`src/common/pwt_defs.svh`:
```
`ifndef PWT_DEFS_SVH
`define PWT_DEFS_SVH
// ****************************************
// Register offsets (byte addresses)
// ****************************************
`define PWT_OFS_LVCTL 8'h00
`define PWT_OFS_PTCTL 8'h04
`define PWT_OFS_TRIM 8'h08
`define PWT_OFS_RATE 8'h0C
`define PWT_OFS_STAT 8'h10
`define PWT_OFS_MASK 8'h14
// ****************************************
// Field positions
// ****************************************
`define PWT_LV_FLAG 0
`define PWT_LV_IE 1
`define PWT_LV_DET 2
`define PWT_PT_FLAG 0
`define PWT_PT_IE 1
`define PWT_PT_FE 2
`define PWT_PT_OE 3
`define PWT_PT_WS 4
`define PWT_PT_CS 7
`define PWT_TRIM_LSB 2
`define PWT_TRIM_MSB 7
`define PWT_EV_LV 0
`define PWT_EV_PT 1
// ****************************************
// Reset values and timing counts
// ****************************************
`define PWT_RATE_RST 16'h0000
`define PWT_TRIM_RST 6'h00
`define PWT_MASK_RST 2'h0
// Half of the shortest period, in source ticks
`define PWT_PULSE_BUS 2'h1
`define PWT_PULSE_SLOW 2'h2
`endif

```
`src/common/pwt_pkg.sv`:
```
`default_nettype none
package pwt_pkg;
   // Bus answer phase
   typedef enum logic {PWT_BUS_IDLE, PWT_BUS_ANSWER} pwt_bus_t;

   // Whole state of the timer block
   typedef struct packed {
      pwt_bus_t phase;
      logic waitreq;
      logic [31:0] rdata;
      logic lv_det;
      logic lv_flag;
      logic lv_ie;
      logic pt_flag;
      logic pt_ie;
      logic pt_fe;
      logic pt_oe;
      logic pt_ws;
      logic pt_cs;
      logic [15:0] rate;
      logic [5:0] trim;
      logic trim_loaded;
      logic [1:0] stat;
      logic [1:0] mask;
      logic [17:0] cnt;
      logic [1:0] pulse;
      logic tog;
      logic aclk_prev;
      logic wave;
      logic lv_irq;
      logic pt_irq;
      logic irq;
   } pwt_state_t;
endpackage
`default_nettype wire

```
`src/hdl/pwt_pin_sync.sv`:
```
`timescale 1ns/1ps
`default_nettype none
// ****************************************
// Three-stage pin synchroniser with agreement filter
// ****************************************
module pwt_pin_sync #(
   parameter int WIDTH = 3
) (
   // Clock and reset
   input wire logic core_clk,
   input wire logic reset,
   // Pins and filtered levels
   input wire logic [WIDTH-1:0] pin_in,
   output logic [WIDTH-1:0] level_out
);
   typedef struct packed {
      logic [WIDTH-1:0] s1;
      logic [WIDTH-1:0] s2;
      logic [WIDTH-1:0] s3;
      logic [WIDTH-1:0] q;
   } pwt_sync_st_t;

   pwt_sync_st_t st_r;
   pwt_sync_st_t st_nxt;

   // Stage one feeds only stage two; level moves once two and three agree
   always_comb
   begin
      st_nxt = st_r;
      st_nxt.s1 = pin_in;
      st_nxt.s2 = st_r.s1;
      st_nxt.s3 = st_r.s2;
      for (int i = 0; i < WIDTH; i++)
      begin
         if (st_r.s2[i] == st_r.s3[i])
         begin
            st_nxt.q[i] = st_r.s3[i];
         end
      end
   end

   // State register
   always_ff @(posedge core_clk or posedge reset)
   begin
      if (reset)
      begin
         st_r <= '0;
      end
      else
      begin
         st_r <= st_nxt;
      end
   end

   assign level_out = st_r.q;
endmodule
`default_nettype wire

```
`src/hdl/pwt_timer.sv`:
```
// Functional notes
// - Detect bit reads supply low in full mode
// - Detect change sets flag; write one clears
// - Supply request while flag and enable set
// - Clock select: 0 slow clock, 1 bus
// - Clock select writable only while disabled
// - Feature enable starts timer; clear disables
// - Timeout sets periodic flag; write one clears
// - Periodic request while flag and enable set
// - Wave pin driven only when both enabled
// - Pulse mode: half-minimum-period pulse per timeout
// - Clock mode: toggle once per period
// - Six-bit signed trim in bits 7 to 2
// - Trim loaded from flash after reset
// - Trim bit weights shape slow clock period
// - Period is 2(rate+1) bus cycles or 4(rate+1) slow clock edges
// - Rate writable only while disabled
`timescale 1ns/1ps
`include "pwt_defs.svh"
`default_nettype none
module pwt_timer (
   // Clock and reset
   input wire logic core_clk,
   input wire logic reset,
   // Avalon-MM slave
   input wire logic [7:0] avs_address,
   input wire logic avs_read,
   input wire logic avs_write,
   input wire logic [31:0] avs_writedata,
   input wire logic [3:0] avs_byteenable,
   output logic [31:0] avs_readdata,
   output logic avs_waitrequest,
   // Analog and clock pins
   input wire logic analog_supply_below,
   input wire logic full_performance_mode,
   input wire logic slow_rc_clk,
   // Trim value from flash
   input wire logic [5:0] flash_trim,
   // Outputs
   output logic [5:0] slow_clock_trim_field,
   output logic periodic_wave_out,
   output logic supply_low_irq,
   output logic periodic_irq,
   output logic irq
);
   // ****************************************
   // State and decode helpers
   // ****************************************
   pwt_pkg::pwt_state_t s_r;
   pwt_pkg::pwt_state_t s_nxt;
   logic [2:0] pin_lvl;
   logic det_new;
   logic lv_ev;
   logic pt_ev;
   logic tick;
   logic [17:0] target;

   // Exact match on the full byte address, all eight bits
   function automatic logic pwt_hit(input logic [7:0] addr, input logic [7:0] ofs);
      pwt_hit = (addr == ofs);
   endfunction

   // Read mux over the register map
   function automatic logic [31:0] pwt_rd(input logic [7:0] addr,
                                          input pwt_pkg::pwt_state_t s);
      logic [31:0] w;
      w = 32'h0000_0000;
      if (pwt_hit(addr, `PWT_OFS_LVCTL))
      begin
         w[`PWT_LV_DET] = s.lv_det;
         w[`PWT_LV_IE] = s.lv_ie;
         w[`PWT_LV_FLAG] = s.lv_flag;
      end
      else if (pwt_hit(addr, `PWT_OFS_PTCTL))
      begin
         w[`PWT_PT_CS] = s.pt_cs;
         w[`PWT_PT_WS] = s.pt_ws;
         w[`PWT_PT_OE] = s.pt_oe;
         w[`PWT_PT_FE] = s.pt_fe;
         w[`PWT_PT_IE] = s.pt_ie;
         w[`PWT_PT_FLAG] = s.pt_flag;
      end
      else if (pwt_hit(addr, `PWT_OFS_TRIM))
      begin
         w[`PWT_TRIM_MSB:`PWT_TRIM_LSB] = s.trim;
      end
      else if (pwt_hit(addr, `PWT_OFS_RATE))
      begin
         w[15:0] = s.rate;
      end
      else if (pwt_hit(addr, `PWT_OFS_STAT))
      begin
         w[1:0] = s.stat;
      end
      else if (pwt_hit(addr, `PWT_OFS_MASK))
      begin
         w[1:0] = s.mask;
      end
      pwt_rd = w;
   endfunction

   // ****************************************
   // Pin synchronisers
   // ****************************************
   pwt_pin_sync #(
      .WIDTH(3)
   ) u_sync (
      .core_clk(core_clk),
      .reset(reset),
      .pin_in({slow_rc_clk, full_performance_mode, analog_supply_below}),
      .level_out(pin_lvl)
   );

   // ****************************************
   // Next-state logic
   // ****************************************
   always_comb
   begin
      s_nxt = s_r;
      lv_ev = 1'b0;
      pt_ev = 1'b0;
      // Detect only counts in full performance mode
      det_new = pin_lvl[0] & pin_lvl[1];
      // Slow ticks on synchronised rising edges; bus ticks every cycle
      s_nxt.aclk_prev = pin_lvl[2];
      tick = s_r.pt_cs ? 1'b1 : (pin_lvl[2] & ~s_r.aclk_prev);
      // Last count of a period: bus 2*rate+1, slow 4*rate+3 edges
      target = s_r.pt_cs ? {1'b0, s_r.rate, 1'b1} : {s_r.rate, 2'b11};

      // Trim caught once after reset release; later writes override
      if (!s_r.trim_loaded)
      begin
         s_nxt.trim = flash_trim;
         s_nxt.trim_loaded = 1'b1;
      end

      // Bus: take in idle, answer one cycle later with waitrequest low
      unique case (s_r.phase)
         pwt_pkg::PWT_BUS_IDLE:
         begin
            if (avs_read || avs_write)
            begin
               s_nxt.phase = pwt_pkg::PWT_BUS_ANSWER;
               s_nxt.waitreq = 1'b0;
               s_nxt.rdata = avs_read ? pwt_rd(avs_address, s_r) : 32'h0000_0000;
            end
         end
         pwt_pkg::PWT_BUS_ANSWER:
         begin
            s_nxt.phase = pwt_pkg::PWT_BUS_IDLE;
            s_nxt.waitreq = 1'b1;
            // Write commits on the edge the master sees waitrequest low
            if (avs_write && avs_byteenable[0])
            begin
               if (pwt_hit(avs_address, `PWT_OFS_LVCTL))
               begin
                  // Detect bit has no write path
                  s_nxt.lv_ie = avs_writedata[`PWT_LV_IE];
                  if (avs_writedata[`PWT_LV_FLAG])
                  begin
                     s_nxt.lv_flag = 1'b0;
                  end
               end
               if (pwt_hit(avs_address, `PWT_OFS_PTCTL))
               begin
                  // Source change while running would corrupt the count
                  if (!s_r.pt_fe && !avs_writedata[`PWT_PT_FE])
                  begin
                     s_nxt.pt_cs = avs_writedata[`PWT_PT_CS];
                  end
                  s_nxt.pt_ws = avs_writedata[`PWT_PT_WS];
                  s_nxt.pt_oe = avs_writedata[`PWT_PT_OE];
                  s_nxt.pt_fe = avs_writedata[`PWT_PT_FE];
                  s_nxt.pt_ie = avs_writedata[`PWT_PT_IE];
                  if (avs_writedata[`PWT_PT_FLAG])
                  begin
                     s_nxt.pt_flag = 1'b0;
                  end
               end
               if (pwt_hit(avs_address, `PWT_OFS_TRIM))
               begin
                  s_nxt.trim = avs_writedata[`PWT_TRIM_MSB:`PWT_TRIM_LSB];
               end
               if (pwt_hit(avs_address, `PWT_OFS_STAT))
               begin
                  s_nxt.stat = s_r.stat & ~avs_writedata[1:0];
               end
               if (pwt_hit(avs_address, `PWT_OFS_MASK))
               begin
                  s_nxt.mask = avs_writedata[1:0];
               end
            end
            // Rate frozen while the timer runs
            if (avs_write && !s_r.pt_fe && pwt_hit(avs_address, `PWT_OFS_RATE))
            begin
               if (avs_byteenable[0])
               begin
                  s_nxt.rate[7:0] = avs_writedata[7:0];
               end
               if (avs_byteenable[1])
               begin
                  s_nxt.rate[15:8] = avs_writedata[15:8];
               end
            end
         end
      endcase

      // Supply detect tracking and change event
      s_nxt.lv_det = det_new;
      lv_ev = (det_new != s_r.lv_det);

      // Period counter; disabled means stopped and cleared
      if (!s_r.pt_fe)
      begin
         s_nxt.cnt = 18'h00000;
         s_nxt.pulse = 2'h0;
         s_nxt.tog = 1'b0;
      end
      else if (tick)
      begin
         if (s_r.cnt == target)
         begin
            s_nxt.cnt = 18'h00000;
            pt_ev = 1'b1;
            s_nxt.pulse = s_r.pt_cs ? `PWT_PULSE_BUS : `PWT_PULSE_SLOW;
            s_nxt.tog = ~s_r.tog;
         end
         else
         begin
            s_nxt.cnt = s_r.cnt + 18'h00001;
            if (s_r.pulse != 2'h0)
            begin
               s_nxt.pulse = s_r.pulse - 2'h1;
            end
         end
      end

      // Events applied after clears so a set always wins
      if (lv_ev)
      begin
         s_nxt.lv_flag = 1'b1;
      end
      if (pt_ev)
      begin
         s_nxt.pt_flag = 1'b1;
      end
      s_nxt.stat = s_nxt.stat | {pt_ev, lv_ev};

      // Registered outputs from the next state
      s_nxt.wave = (s_nxt.pt_fe & s_nxt.pt_oe) &
                   (s_nxt.pt_ws ? s_nxt.tog : (s_nxt.pulse != 2'h0));
      s_nxt.lv_irq = s_nxt.lv_flag & s_nxt.lv_ie;
      s_nxt.pt_irq = s_nxt.pt_flag & s_nxt.pt_ie;
      s_nxt.irq = |(s_nxt.stat & s_nxt.mask);
   end

   // ****************************************
   // State register
   // ****************************************
   always_ff @(posedge core_clk or posedge reset)
   begin
      if (reset)
      begin
         s_r <= '0;
         s_r.phase <= pwt_pkg::PWT_BUS_IDLE;
         s_r.waitreq <= 1'b1;
         s_r.rate <= `PWT_RATE_RST;
         s_r.trim <= `PWT_TRIM_RST;
         s_r.mask <= `PWT_MASK_RST;
      end
      else
      begin
         s_r <= s_nxt;
      end
   end

   // Outputs straight from the state register
   assign avs_readdata = s_r.rdata;
   assign avs_waitrequest = s_r.waitreq;
   // Signed trim drives the RC cell; top bit lengthens, lower bits shorten
   assign slow_clock_trim_field = s_r.trim;
   assign periodic_wave_out = s_r.wave;
   assign supply_low_irq = s_r.lv_irq;
   assign periodic_irq = s_r.pt_irq;
   assign irq = s_r.irq;
endmodule
`default_nettype wire

```
`config.mk`:
```
export PLATFORM = sky130hd
export DESIGN_NAME = pwt_timer
export DESIGN_NICKNAME = d
export VERILOG_FILES = /design/src/common/pwt_pkg.sv /design/src/hdl/pwt_pin_sync.sv /design/src/hdl/pwt_timer.sv
export VERILOG_INCLUDE_DIRS = /design/src /design/src/common
export SDC_FILE = /design/constraint.sdc
export NUM_CORES = 1
export LEC_CHECK = 0
export BUFFER_PORTS_ARGS = -buffer_cell sky130_fd_sc_hd__buf_4
export CORE_AREA = 2 2 151 79
export DETAILED_ROUTE_END_ITERATION = 6
export DIE_AREA = 0 0 153 81
export GPL_TIMING_DRIVEN = 0
export HOLD_SLACK_MARGIN = 0.08
export PLACE_DENSITY = 0.73
export SYNTH_ARGS = -nofsm -noshare
export SYNTH_HDL_FRONTEND = slang
export SYNTH_HIERARCHICAL = 1
export SYNTH_SLANG_ARGS = --single-unit
```
`constraint.sdc`:
```
create_clock -name core_clk -period 3.1 [get_ports core_clk]
set_input_delay 0.155 -clock core_clk [delete_from_list [all_inputs] [get_ports core_clk]]
set_output_delay 0.155 -clock core_clk [all_outputs]
set_load 0.02 [all_outputs]
```
# After elaboration in Yosys (flattened, before gate mapping)
# Cells that the tools add are included.
[classes]
addsub = 2
n_eq_ne = 12
mux = 49
n_bitwise = 13
n_reduce_logical = 15
[ops]
columns = ["cell", "count"]
rows = [
  ["two-way mux 14 bit", 3],
  ["two-way mux 21 bit", 2],
  ["two-way mux 8 bit", 5],
  ["two-way mux 34 bit", 1],
  ["two-way mux 16 bit", 2],
  ["two-way mux 30 bit", 1],
  ["two-way mux 6 bit", 4],
  ["two-way mux 2 bit", 10],
  ["two-way mux 20 bit", 1],
  ["adder 18 x 1 -> 18 bit, second input constant", 1],
  ["== test 18 bit", 1],
  ["two-way mux 18 bit", 1],
  ["== test 8 x 4 -> 1 bit, second input constant", 2],
  ["== test 8 x 5 -> 1 bit, second input constant", 2],
  ["two-way mux 13 bit", 1],
  ["two-way mux 1 bit", 12],
  ["== test 8 x 3 -> 1 bit, second input constant", 1],
  ["logical NOT 8 bit", 1],
  ["two-way mux 4 bit", 2],
  ["two-way mux 7 bit", 1],
  ["bitwise AND 1 bit", 6],
  ["AND reduction 3 bit", 2],
  ["two-way mux 5 bit", 1],
  ["bitwise AND 2 bit", 2],
  ["17 further kinds", 26],
]
[totals]
ff_bits = 108
inputBits = 57
output_inout_bits = 43
word_cells = 123

# Longest topological paths before layout
# Gate-level depths: netlist (run 1).
[depth]
ltp_word = 10
mapped_depth = 9
ltp_nobuf = 8

# Modules after synthesis
# The synthesis (run 1) kept the hierarchy.
[by_module_without_submodules]
columns = ["module", "n_inst", "cells_per_inst", "area_each_um2", "seq_area_each_um2"]
rows = [
  ["pwt_timer", 1, 436, 4415.5, 2003.2],
  ["pwt_pin_sync", 1, 19, 360.3, 300.3],
]

# Worst setup path before layout (run 1)
# No wires, ideal clock.
[synth_timing]
kind = "register -> register"
from = "reg s_r[16] (netlist bit)"
to = "reg s_r[23] (netlist bit)"
setup_ps = 129
arrival_time_ps = 2011
required_time_ps = 2971
path_slack_ps = 959
path_stages_with_launch = 9
n_path_buf = 2
synth_period_minus_slack_ps = 2141
path_cell_list = "dfrtp_1 clkbuf_1 a221o_1 a2111oi_4 nand3_2 or2_1 buf_2 a22oi_1 o31ai_1"
[synth_via]
elab_chain_cells = 4
elab_cells_between_ends = 5
cone_classes = "add/sub: 1; eq/ne: 1; mux: 3"
[synth_rtl]
columns = ["element", "line_no", "rtl"]
rows = [
  ["start, declared", "pwt_timer.sv:49", "pwt_pkg::pwt_state_t s_r;"],
  ["start signal, assigned", "pwt_timer.sv:273", "s_r <= s_nxt;"],
  ["adder 18 x 1 -> 18 bit or == test 18 bit (tied branches)", "pwt_timer.sv:230, pwt_timer.sv:221", ""],
  ["two-way mux 20 bit *", "pwt_timer.sv:221", "if (s_r.cnt == target)"],
  ["two-way mux 21 bit *", "pwt_timer.sv:219", "else if (tick)"],
  ["two-way mux 21 bit *", "pwt_timer.sv:213", "if (!s_r.pt_fe)"],
]
# Every way passes the cells marked *; elsewhere a longest branch is shown, timed or not. The select of a mux whose other input is x is not followed.
# A chain may end at the register's enable or synchronous reset.

# Final worst setup path (run 1)
[layout_timing]
from = "reg s_r[11] (netlist bit)"
to = "reg s_r[23] (netlist bit)"
# Same word-level chain as after synthesis.

==> results.ini, run 1 <==
[outcome]
status=completed

[die]
start_util_pct=42.20
rows=28
placeableCoreArea_sq_mm=0.01132
ios=100
die_h_microns=81
dieArea_sq_mm=0.01239
die_w_microns=153

[timing]
timing.slew.headroom_pct=54.13
fin_crit_ns=2.648
finalSetupTns_ns=0
max_freq_ghz=0.3777
tightest_slew_ns=0.6843
clock_skew_ns=0.004604
hold_viol_final=0
fin_crit_sh_pct=85.41
setup_viol=0
maxSlewViolCount=0
rsz0062_at_grt=no
hold_slack_ns=0.08977

[route]
drc=0
postRouteAntennaNets=0
routed_wl_mm=11.67
routed-via-count=3750
first_pass_iters=4
drt_iter0_drc=264
routed_via_density=5.230
wl_per_cell_microns=16.27

[cts]
tritoncts=done
post_cts_buffers=0
htreeDepth=3
cts_buffer_depth=2
clock_latency_ns=0.34
cts_sinks=92
numCtsBuffers=9
cts-root-buf=clkbuf_16
path_clk_slew_ns=0.06

[synth]
syn_area_per_cell_sq_um=10.50
synth-async-reset-ratio_pct=100.0
synth_edf_count=0
yosysUniqueCellTypes=59
ys_ff_latch=92
syn-cell-area_sq_mm=0.004776
ys_seq_area_share_pct=48.23
synthFlopType=dfrtp_1
yosys_warnings=6
synth_cells=455

[final_layout]
num_antenna_cells=0
mostFrequentLayoutCells=buf_4 (105), dfrtp_1 (91), nand2_1 (47)
drive_gt1_share_pct=29.28
final_core_util_pct=52.66
area_growth_pct=24.78
layout.nets=620
final_common_cell=buf_4

[pwr]
p_sw_mw=0.6293
irDropWorstVdd_uv=284.6
p_int_mw=1.917
combPwrFrac_pct=11.2
seq_power_share_pct=49.5
p_per_area_mw_per_mm2=427.3
clkPwrFrac_pct=39.2
swShare_pct=24.71
p_leak_nw=2.912

[worst_setup_path]
crit_arrival_ns=2.86
rrSetupSlack_ns=0.45
crit_type=reg -> reg
path_max_fanout=7
startpoint_type=flip-flop
cp-end-kind=flip-flop
required_ns=3.31

[grt]
antenna_found_initial=0
grt_pass1_vias=3518
grt_max_degree=75
grtUsageTotal_pct=20.09
grt_pass1_wl_mm=19.08
grt_overflow=0

[placement]
dp_hpwl_mm=8.988
place_congestion=0.9163
port_buffers=64

[flow_run]
max-cap-violations=0

[worst_hold_path]
min_path_type=in -> reg

## final timing paths
path	from	to	depth (start not counted)
worst max-delay path	s_r[11]	s_r[23]	9
worst min register to register	u_sync/st_nxt[7]	u_sync/st_nxt[4]	0
worst max register to register	s_r[11]	s_r[23]	9
worst min-delay path	avs_writedata[0]	s_r[37]	2
max in group asynchronous	reset	avs_waitrequest	4
min in group asynchronous	reset	periodic_wave_out	3
## cells in the mapped netlist (4+ instances only)
library cell	instances	area share (%)
clkbuf_1	12	0.94
o21ai_0	16	1.7
a22o_1	18	3.3
nand2_1	47	3.7
mux2_2	22	5.2
nand4_1	6	0.79
buf_1	4	0.31
buf_4	41	6.4
and3_1	9	1.2
inv_1	14	1.1
nor4_1	4	0.52
xnor2_1	15	2.8
nor3_1	9	0.94
a21oi_1	10	1.0
buf_2	5	0.52
nand3_1	13	1.4
a31oi_1	4	0.52
a221oi_1	4	0.73
mux2i_1	23	4.8
o31ai_1	5	0.79
a21o_1	6	0.94
nor2b_1	4	0.52
dfrtp_1	91	48
nor2_1	17	1.3
## layout make-up
class,instances,area (sq um)
buffer,63,404.1
sequential,92,2303
clock inverter,6,40.04
multi-input combinational,301,2072
tap,150,187.7
timing repair buffer,81,668.1
clock buffer,10,229.0
inverter,14,55.05
fill,979,5356
## layer usage
metal  share of wire, %  global-route usage (%)  routed length, microns  vias to the layer above
li1                   -                       -                       -                     1781
met1                 52                   30.96                    6022                     1784
met2                 38                   27.04                    4406                      176
met3                9.9                   6.777                    1155                        9
met4               0.70                   3.889                      82                        0
met5                  0                       0                       0                        -
## critical path, cell delays in order (launching register included)
cell and delay (ns):
dfrtp_1 0.32, clkbuf_1 0.33, nand2_1 0.18, nor4_1 0.56, and3_1 0.24, clkbuf_1 0.22, nand3_1 0.15, and3_1 0.20
a22oi_1 0.20, o31ai_1 0.12
## cells by family (layout without fill, tap and decap cells)
| kind of cell | count (synthesis) | count (layout) | synth area share (%) |
|---|---|---|---|
| AO/OA/AOI/OAI | 85 | 85 | 13.41 |
| XOR/XNOR | 17 | 17 | 3.118 |
| adder cells (fa/ha/maj) | 4 | 4 | 0.9693 |
| buffers and inverters | 77 | 174 | 9.562 |
| flip-flops | 92 | 92 | 48.23 |
| multiplexers | 46 | 46 | 10.48 |
| other | 2 | 17 | 0.1573 |
| AND/OR/NAND/NOR | 132 | 132 | 14.07 |
## flip-flops by register name, indices dropped and copies added, names as in the netlist
register / flops
avs_waitrequest: 1
u_sync/st_nxt: 6
periodic_wave_out: 1
s_r: 53
supply_low_irq: 1
irq: 1
slow_clock_trim_field: 6
u_sync/level_out: 3
u_sync/st_r: 3
periodic_irq: 1
avs_readdata: 16
## power by group through the flow
stage	Clock [mW]	Combinational (mW)	Sequential [mW]
finish	0.999	0.286	1.26
global route	1.08	0.312	1.27
CTS	1.02	0.286	1.26
detailed placement	0	0.269	1.28
global placement	0	0.260	1.28
floorplan	0	0.166	1.28
## stage by stage
| step | power (mW) | instance area, sq um | worst slack, ns | instances |
|---|---|---|---|---|
| after floorplan | 1.445 | 4832 | 0.8949 | 470 |
| after global placement | 1.542 | 5500 | -0.009361 | 684 |
| after detailed placement | 1.553 | 5530 | 0.5278 | 685 |
| after CTS | 2.566 | 5959 | 0.5113 | 717 |
| after global routing | 2.653 | 5959 | 0.2143 | 717 |
| final | 2.547 | 5959 | 0.4522 | 717 |
## timing repair
action	4_1_cts	5_1_grt
gates resized for setup	0	0
hold buffers	16	0
endpoints found under the hold margin	107	0
Note: power is estimated with default switching activity, not from simulation.
==> run 2: changes to the inputs <==
- ABC_AREA: unset -> 1
- CAP_MARGIN: unset -> 20
- CORE_AREA: 2 2 151 79 -> 2 2 154 81
- DIE_AREA: 0 0 153 81 -> 0 0 156 83
- PLACE_DENSITY: 0.73 -> 0.72
==> results.ini, run 2 <==
[worst_setup_path]
crit_arrival_ns=2.62
required_ns=3.31
cp-end-kind=flip-flop
reg2reg_from=s_r[8]
slowest_delay_ns=0.47
reg2reg_to=s_r[24]
startpoint_type=flip-flop
slowest_stage=dfrtp_1
path_max_fanout=6
path_cells=ha_1 -> nand3_1 -> nor3_1 -> inv_1 -> nor2_2 -> nand2_1 -> nor3_1 -> nand2_1 -> xor2_1 -> o22ai_1
rrSetupSlack_ns=0.69
r2r_cells=10
crit_type=reg -> reg

[timing]
hold_slack_ns=0.09855
hold_viol_final=0
timing.slew.headroom_pct=55.55
fin_crit_sh_pct=77.71
tightest_slew_ns=0.6617
fin_crit_ns=2.409
maxSlewViolCount=0
rsz0062_at_grt=no
setup_viol=0
max_freq_ghz=0.4151
clock_skew_ns=0.005826

[placement]
placed_cells=842
place_congestion=0.9602
port_buffers=65
place_area_sq_mm=0.005724
dp_hpwl_mm=11.06

[grt]
grt_max_degree=63
grt_pass1_wl_mm=22.40
grt_overflow=0
grtUsageTotal_pct=22.54
antenna_found_initial=0
grt_pass1_vias=4290

[cts]
post_cts_buffers=0
htreeDepth=3
cts_sinks=92
clock_latency_ns=0.34
tritoncts=done
cts-root-buf=clkbuf_16
numCtsBuffers=9
cts_resized=0
path_clk_slew_ns=0.06
cts_buffer_depth=2

[final_layout]
top_register=s_r
fin_area_sq_mm=0.006148
num_antenna_cells=0
finalNonFillerCells=870
final_core_util_pct=53.34
largest_reg_flops=53
mostFrequentLayoutCells=nand2_1 (171), buf_4 (107), dfrtp_1 (91)
drive_gt1_share_pct=22.92
final_common_cell=nand2_1
area_growth_pct=23.90
layout.nets=773

[synth]
ys_seq_area_share_pct=46.42
synthDominantCellAreaShare_pct=45.89
synthFlopType=dfrtp_1
synth-async-reset-ratio_pct=100.0
synth_edf_count=0
ys_ff_latch=92
synth.most_common_cell=nand2_1
synth_area_leader_cell=dfrtp_1
synth_cells=611
yosysUniqueCellTypes=43
yosys-top-cells-area=dfrtp_1 (46%), nand2_1 (13%), buf_4 (6.4%)
yosys_warnings=6
syn_area_per_cell_sq_um=8.122
ys_top_cells_by_count=nand2_1 (171), dfrtp_1 (91), inv_1 (67)
syn-cell-area_sq_mm=0.004962

[worst_hold_path]
hold-path-cell-count=3
whs_endpoint=s_r[42]
min_path_type=in -> reg
hp-start=avs_writedata[5]

[die]
die_h_microns=83
ios=100
dieArea_sq_mm=0.01295
start_util_pct=43.05
placeableCoreArea_sq_mm=0.01153
rows=28
die_w_microns=156

[flow_run]
max-cap-violations=0

[route]
routed_via_density=5.167
first_pass_iters=5
drc=0
wl_per_cell_microns=16.04
postRouteAntennaNets=0
drt_iter0_drc=438
routed_wl_mm=13.96
routed-via-count=4495

[pwr]
irDropWorstVdd_uv=291.7
power.total_mw=2.652
p_per_area_mw_per_mm2=431.3
p_leak_nw=3.175

[outcome]
status=completed

-- run 2: cell types whose count changed after synthesis, sizes merged, moves of 21 or more --
cell and delta:
nand2 +126, inv +58, nor2 +28, o21ai +23, mux2i -22, nand3 +21
-- run 2: logic make-up (layout without fill, tap and decap cells) --
kind of cell	Yosys count	after routing	synth area share, %
other	2	17	0.1513
and+or+nand+nor	276	276	23.90
xor gates and xnor gates	12	12	2.118
DFF	92	92	46.42
AOI/OAI and AO/OA	88	88	10.84
buffers and inverters	125	219	12.93
muxes	15	15	3.379
adders and majority gates	1	1	0.2521
-- run 2: final cells by class --
type / instances / area (sq um)
Buffer: 53 / 371.6
Clock buffer: 11 / 242.7
Clock inverter: 5 / 61.31
Fill cell: 1053 / 5378
Inverter: 72 / 272.8
Multi-Input combinational cell: 409 / 2073
Sequential cell: 92 / 2303
Tap cell: 150 / 187.7
Timing Repair Buffer: 78 / 635.6
-- run 2: worst max-delay path: cells and delay by family (launching register included) --
kind	cells	cell delay, ns
AND/OR/NAND/NOR	6	1.25
AO/OA/AOI/OAI	1	0.09
XOR/XNOR	1	0.16
flip-flops	1	0.47
buffers and inverters	1	0.09
adder cells (fa/ha/maj)	1	0.24
-- run 2: how the worst max path moves through the flow --
stage	end	depth (start not counted)	start
finish	s_r[24]	10	s_r[8]
global route	s_r[24]	10	s_r[8]
global placement	s_r[47]	2	reset
detailed placement	s_r[24]	10	s_r[8]
CTS	s_r[24]	10	s_r[8]
floorplan	avs_readdata[0]	1	reset
-- run 2: timing repair --
action | CTS | global route
setup endpoints to repair | 0 | 0
hold endpoints to repair | 41 | 0
hold buffers | 12 | 0
-- run 2: power breakdown --
group / switching (mW) / total (mW) / leakage [nW] / internal [mW]
clock network: 0.470 / 1.12 / 0.138 / 0.650
registers: 0.0272 / 1.26 / 1.21 / 1.23
logic: 0.150 / 0.271 / 1.83 / 0.121
total: 0.647 / 2.65 / 3.18 / 2.00
-- run 2: metal layers --
metal	global-route usage (%)	up-vias	wire, microns
met2	28.36	273	5089
li1	-	2137	-
met5	0	-	0
met4	4.170	0	105
met1	37.05	2070	6965
met3	6.681	15	1799
-- run 2: per-stage QoR --
stage	setup TNS (ns)	setup WS, ns
2_1_floorplan	0	0.8949
3_3_place_gp	-6.639	-0.09360
6_report	0	0.6911
3_5_place_dp	0	0.8136
4_1_cts	0	0.7959
5_1_grt	0	0.4834
==> run 3: changes to the inputs <==
- ABC_AREA: 1 -> 0
- CORE_AREA: 2 2 154 81 -> 2 2 151 79
- DIE_AREA: 0 0 156 83 -> 0 0 153 81
- PLACE_DENSITY: 0.72 -> 0.75
- clock period: 3.1 -> 2.2 ns (I/O delays scaled with it)
==> results.ini, run 3 (synthesized netlist as in run 1, its figures left out) <==
[worst_setup_path]
required_ns=2.43
critPathTopFamily=compound AO/OA/AOI/OAI gates
crit_arrival_ns=2.61
crit_buf_inv=2
slowest_stage=dfrtp_2
cp-end-kind=flip-flop
rrSetupSlack_ns=-0.18
reg2reg_to=s_r[12]
path_cells=buf_6 -> mux2i_4 -> xnor2_2 -> a2111oi_4 -> nand3_2 -> o211ai_4 -> buf_6 -> nor3_2 -> a21o_1
slowest_delay_ns=0.45
path_common_cell=buf_6
reg2reg_from=s_r[53]
r2r_cells=9
startpoint_type=flip-flop
path_max_fanout=8
crit_type=reg -> reg

[pwr]
irDropWorstVdd_uv=353.8
p_per_area_mw_per_mm2=587.9
p_leak_nw=3.078

[placement]
place_congestion=0.9379
place_area_sq_mm=0.005530
port_buffers=64
dp_hpwl_mm=9.321

[die]
start_util_pct=42.20
rows=28
ios=100
placeableCoreArea_sq_mm=0.01132
die_h_microns=81
die_w_microns=153
dieArea_sq_mm=0.01239

[flow_run]
max-cap-violations=0

[final_layout]
area_growth_pct=35.89
nFillCells=944
mostFrequentLayoutCells=buf_4 (115), dfrtp_1 (86), nand2_1 (46)
fin_area_sq_mm=0.006490
drive_gt1_share_pct=37.48
num_antenna_cells=0
largest_reg_flops=53
final_core_util_pct=57.35
top_register=s_r
layout.nets=640
final_common_cell=buf_4

[worst_hold_path]
whs_endpoint=slow_clock_trim_field[3]
hold-path-cell-count=3
min_path_type=in -> reg
hp-start=flash_trim[3]

[grt]
grt_pass1_vias=3906
grt_max_degree=62
grt_pass1_wl_mm=20.94
grt_overflow=0
antenna_found_initial=0
grtUsageTotal_pct=21.91

[timing]
tightest_slew_ns=0.6978
fin_crit_sh_pct=108.2
rsz0062_at_grt=yes
fin_crit_ns=2.380
max_freq_ghz=0.4201
maxSlewViolCount=0
hold_viol_final=0
clock_skew_ns=0.006434
setup_ws_ns=-0.1802
timing.slew.headroom_pct=53.23
setup_viol=25

[cts]
tritoncts=done
cts_sinks=92
cts-root-buf=clkbuf_16
clock_latency_ns=0.35
cts_buffer_depth=2
htreeDepth=3
numCtsBuffers=9
path_clk_slew_ns=0.07

[outcome]
status=finished with violations
violations=setup timing

[route]
routed_wl_mm=13.35
first_pass_iters=5
drt_iter0_drc=406
postRouteAntennaNets=0
routed_via_density=5.509
wl_per_cell_microns=18.12
routed-via-count=4060
drc=0

[run 3: stage by stage]
stage                     hold slack [ns]  std cells  power, mW  TNS, ns  setup WS, ns
after floorplan                  -0.02530        470      2.036        0       0.03992
after global placement             0.1313        684      2.172   -72.08       -0.8622
after detailed placement          0.09856        685      2.189   -7.525       -0.4192
after CTS                         0.09077        735      3.811  -0.9291      -0.09917
after global routing               0.1006        737      3.945   -4.769       -0.2456
final                             0.09826        737      3.816   -3.202       -0.1802
[run 3: worst max path at each step]
stage	startpoint	endpoint	slack (ns)	depth (start not counted)
after floorplan	reset	avs_readdata[0]	0.04	1
after global placement	reset	avs_readdata[12]	-0.86	2
after detailed placement	s_r[53]	s_r[14]	-0.42	9
after CTS	s_r[53]	s_r[14]	-0.1	9
after global routing	s_r[53]	s_r[13]	-0.25	9
final	s_r[53]	s_r[12]	-0.18	9
[run 3: layer usage]
layer | global-route usage (%) | part of all wire [%] | routed length [microns]
met4 | 5.556 | 1.2 | 154
met3 | 7.044 | 10 | 1332
met1 | 31.81 | 46 | 6199
met5 | 0 | 0 | 0
met2 | 31.75 | 42 | 5665
[run 3: repair_timing]
action	in CTS	in global routing
pin swaps	7	19
endpoints found under the hold margin	69	0
resized for setup	45	31
cloned	3	0
buffers inserted	9	3
hold buffers	24	0
setup endpoints to repair	25	26
[run 3: report_power, final]
part / internal, mW / switching (mW) / total, mW
Clock: 0.917 / 0.671 / 1.59
Combinational: 0.221 / 0.228 / 0.449
Sequential: 1.74 / 0.0385 / 1.78
Total: 2.88 / 0.938 / 3.82
[run 3: final cells by class]
class,instances,area (sq um),area share (%)
inverters,14,58.81,0.9061
multi-input cells,301,2327,35.86
well taps,150,187.7,2.892
clock inverters,5,60.06,0.9254
plain buffers,60,420.4,6.478
clock buffers,11,242.7,3.740
flip-flops and latches,92,2310,35.59
repair buffers,104,883.3,13.61
[run 3: tightest hold or removal path, stage by stage]
cell,delay (ns)
buf_4,0.08
mux2i_1,0.05
a21oi_1,0.15
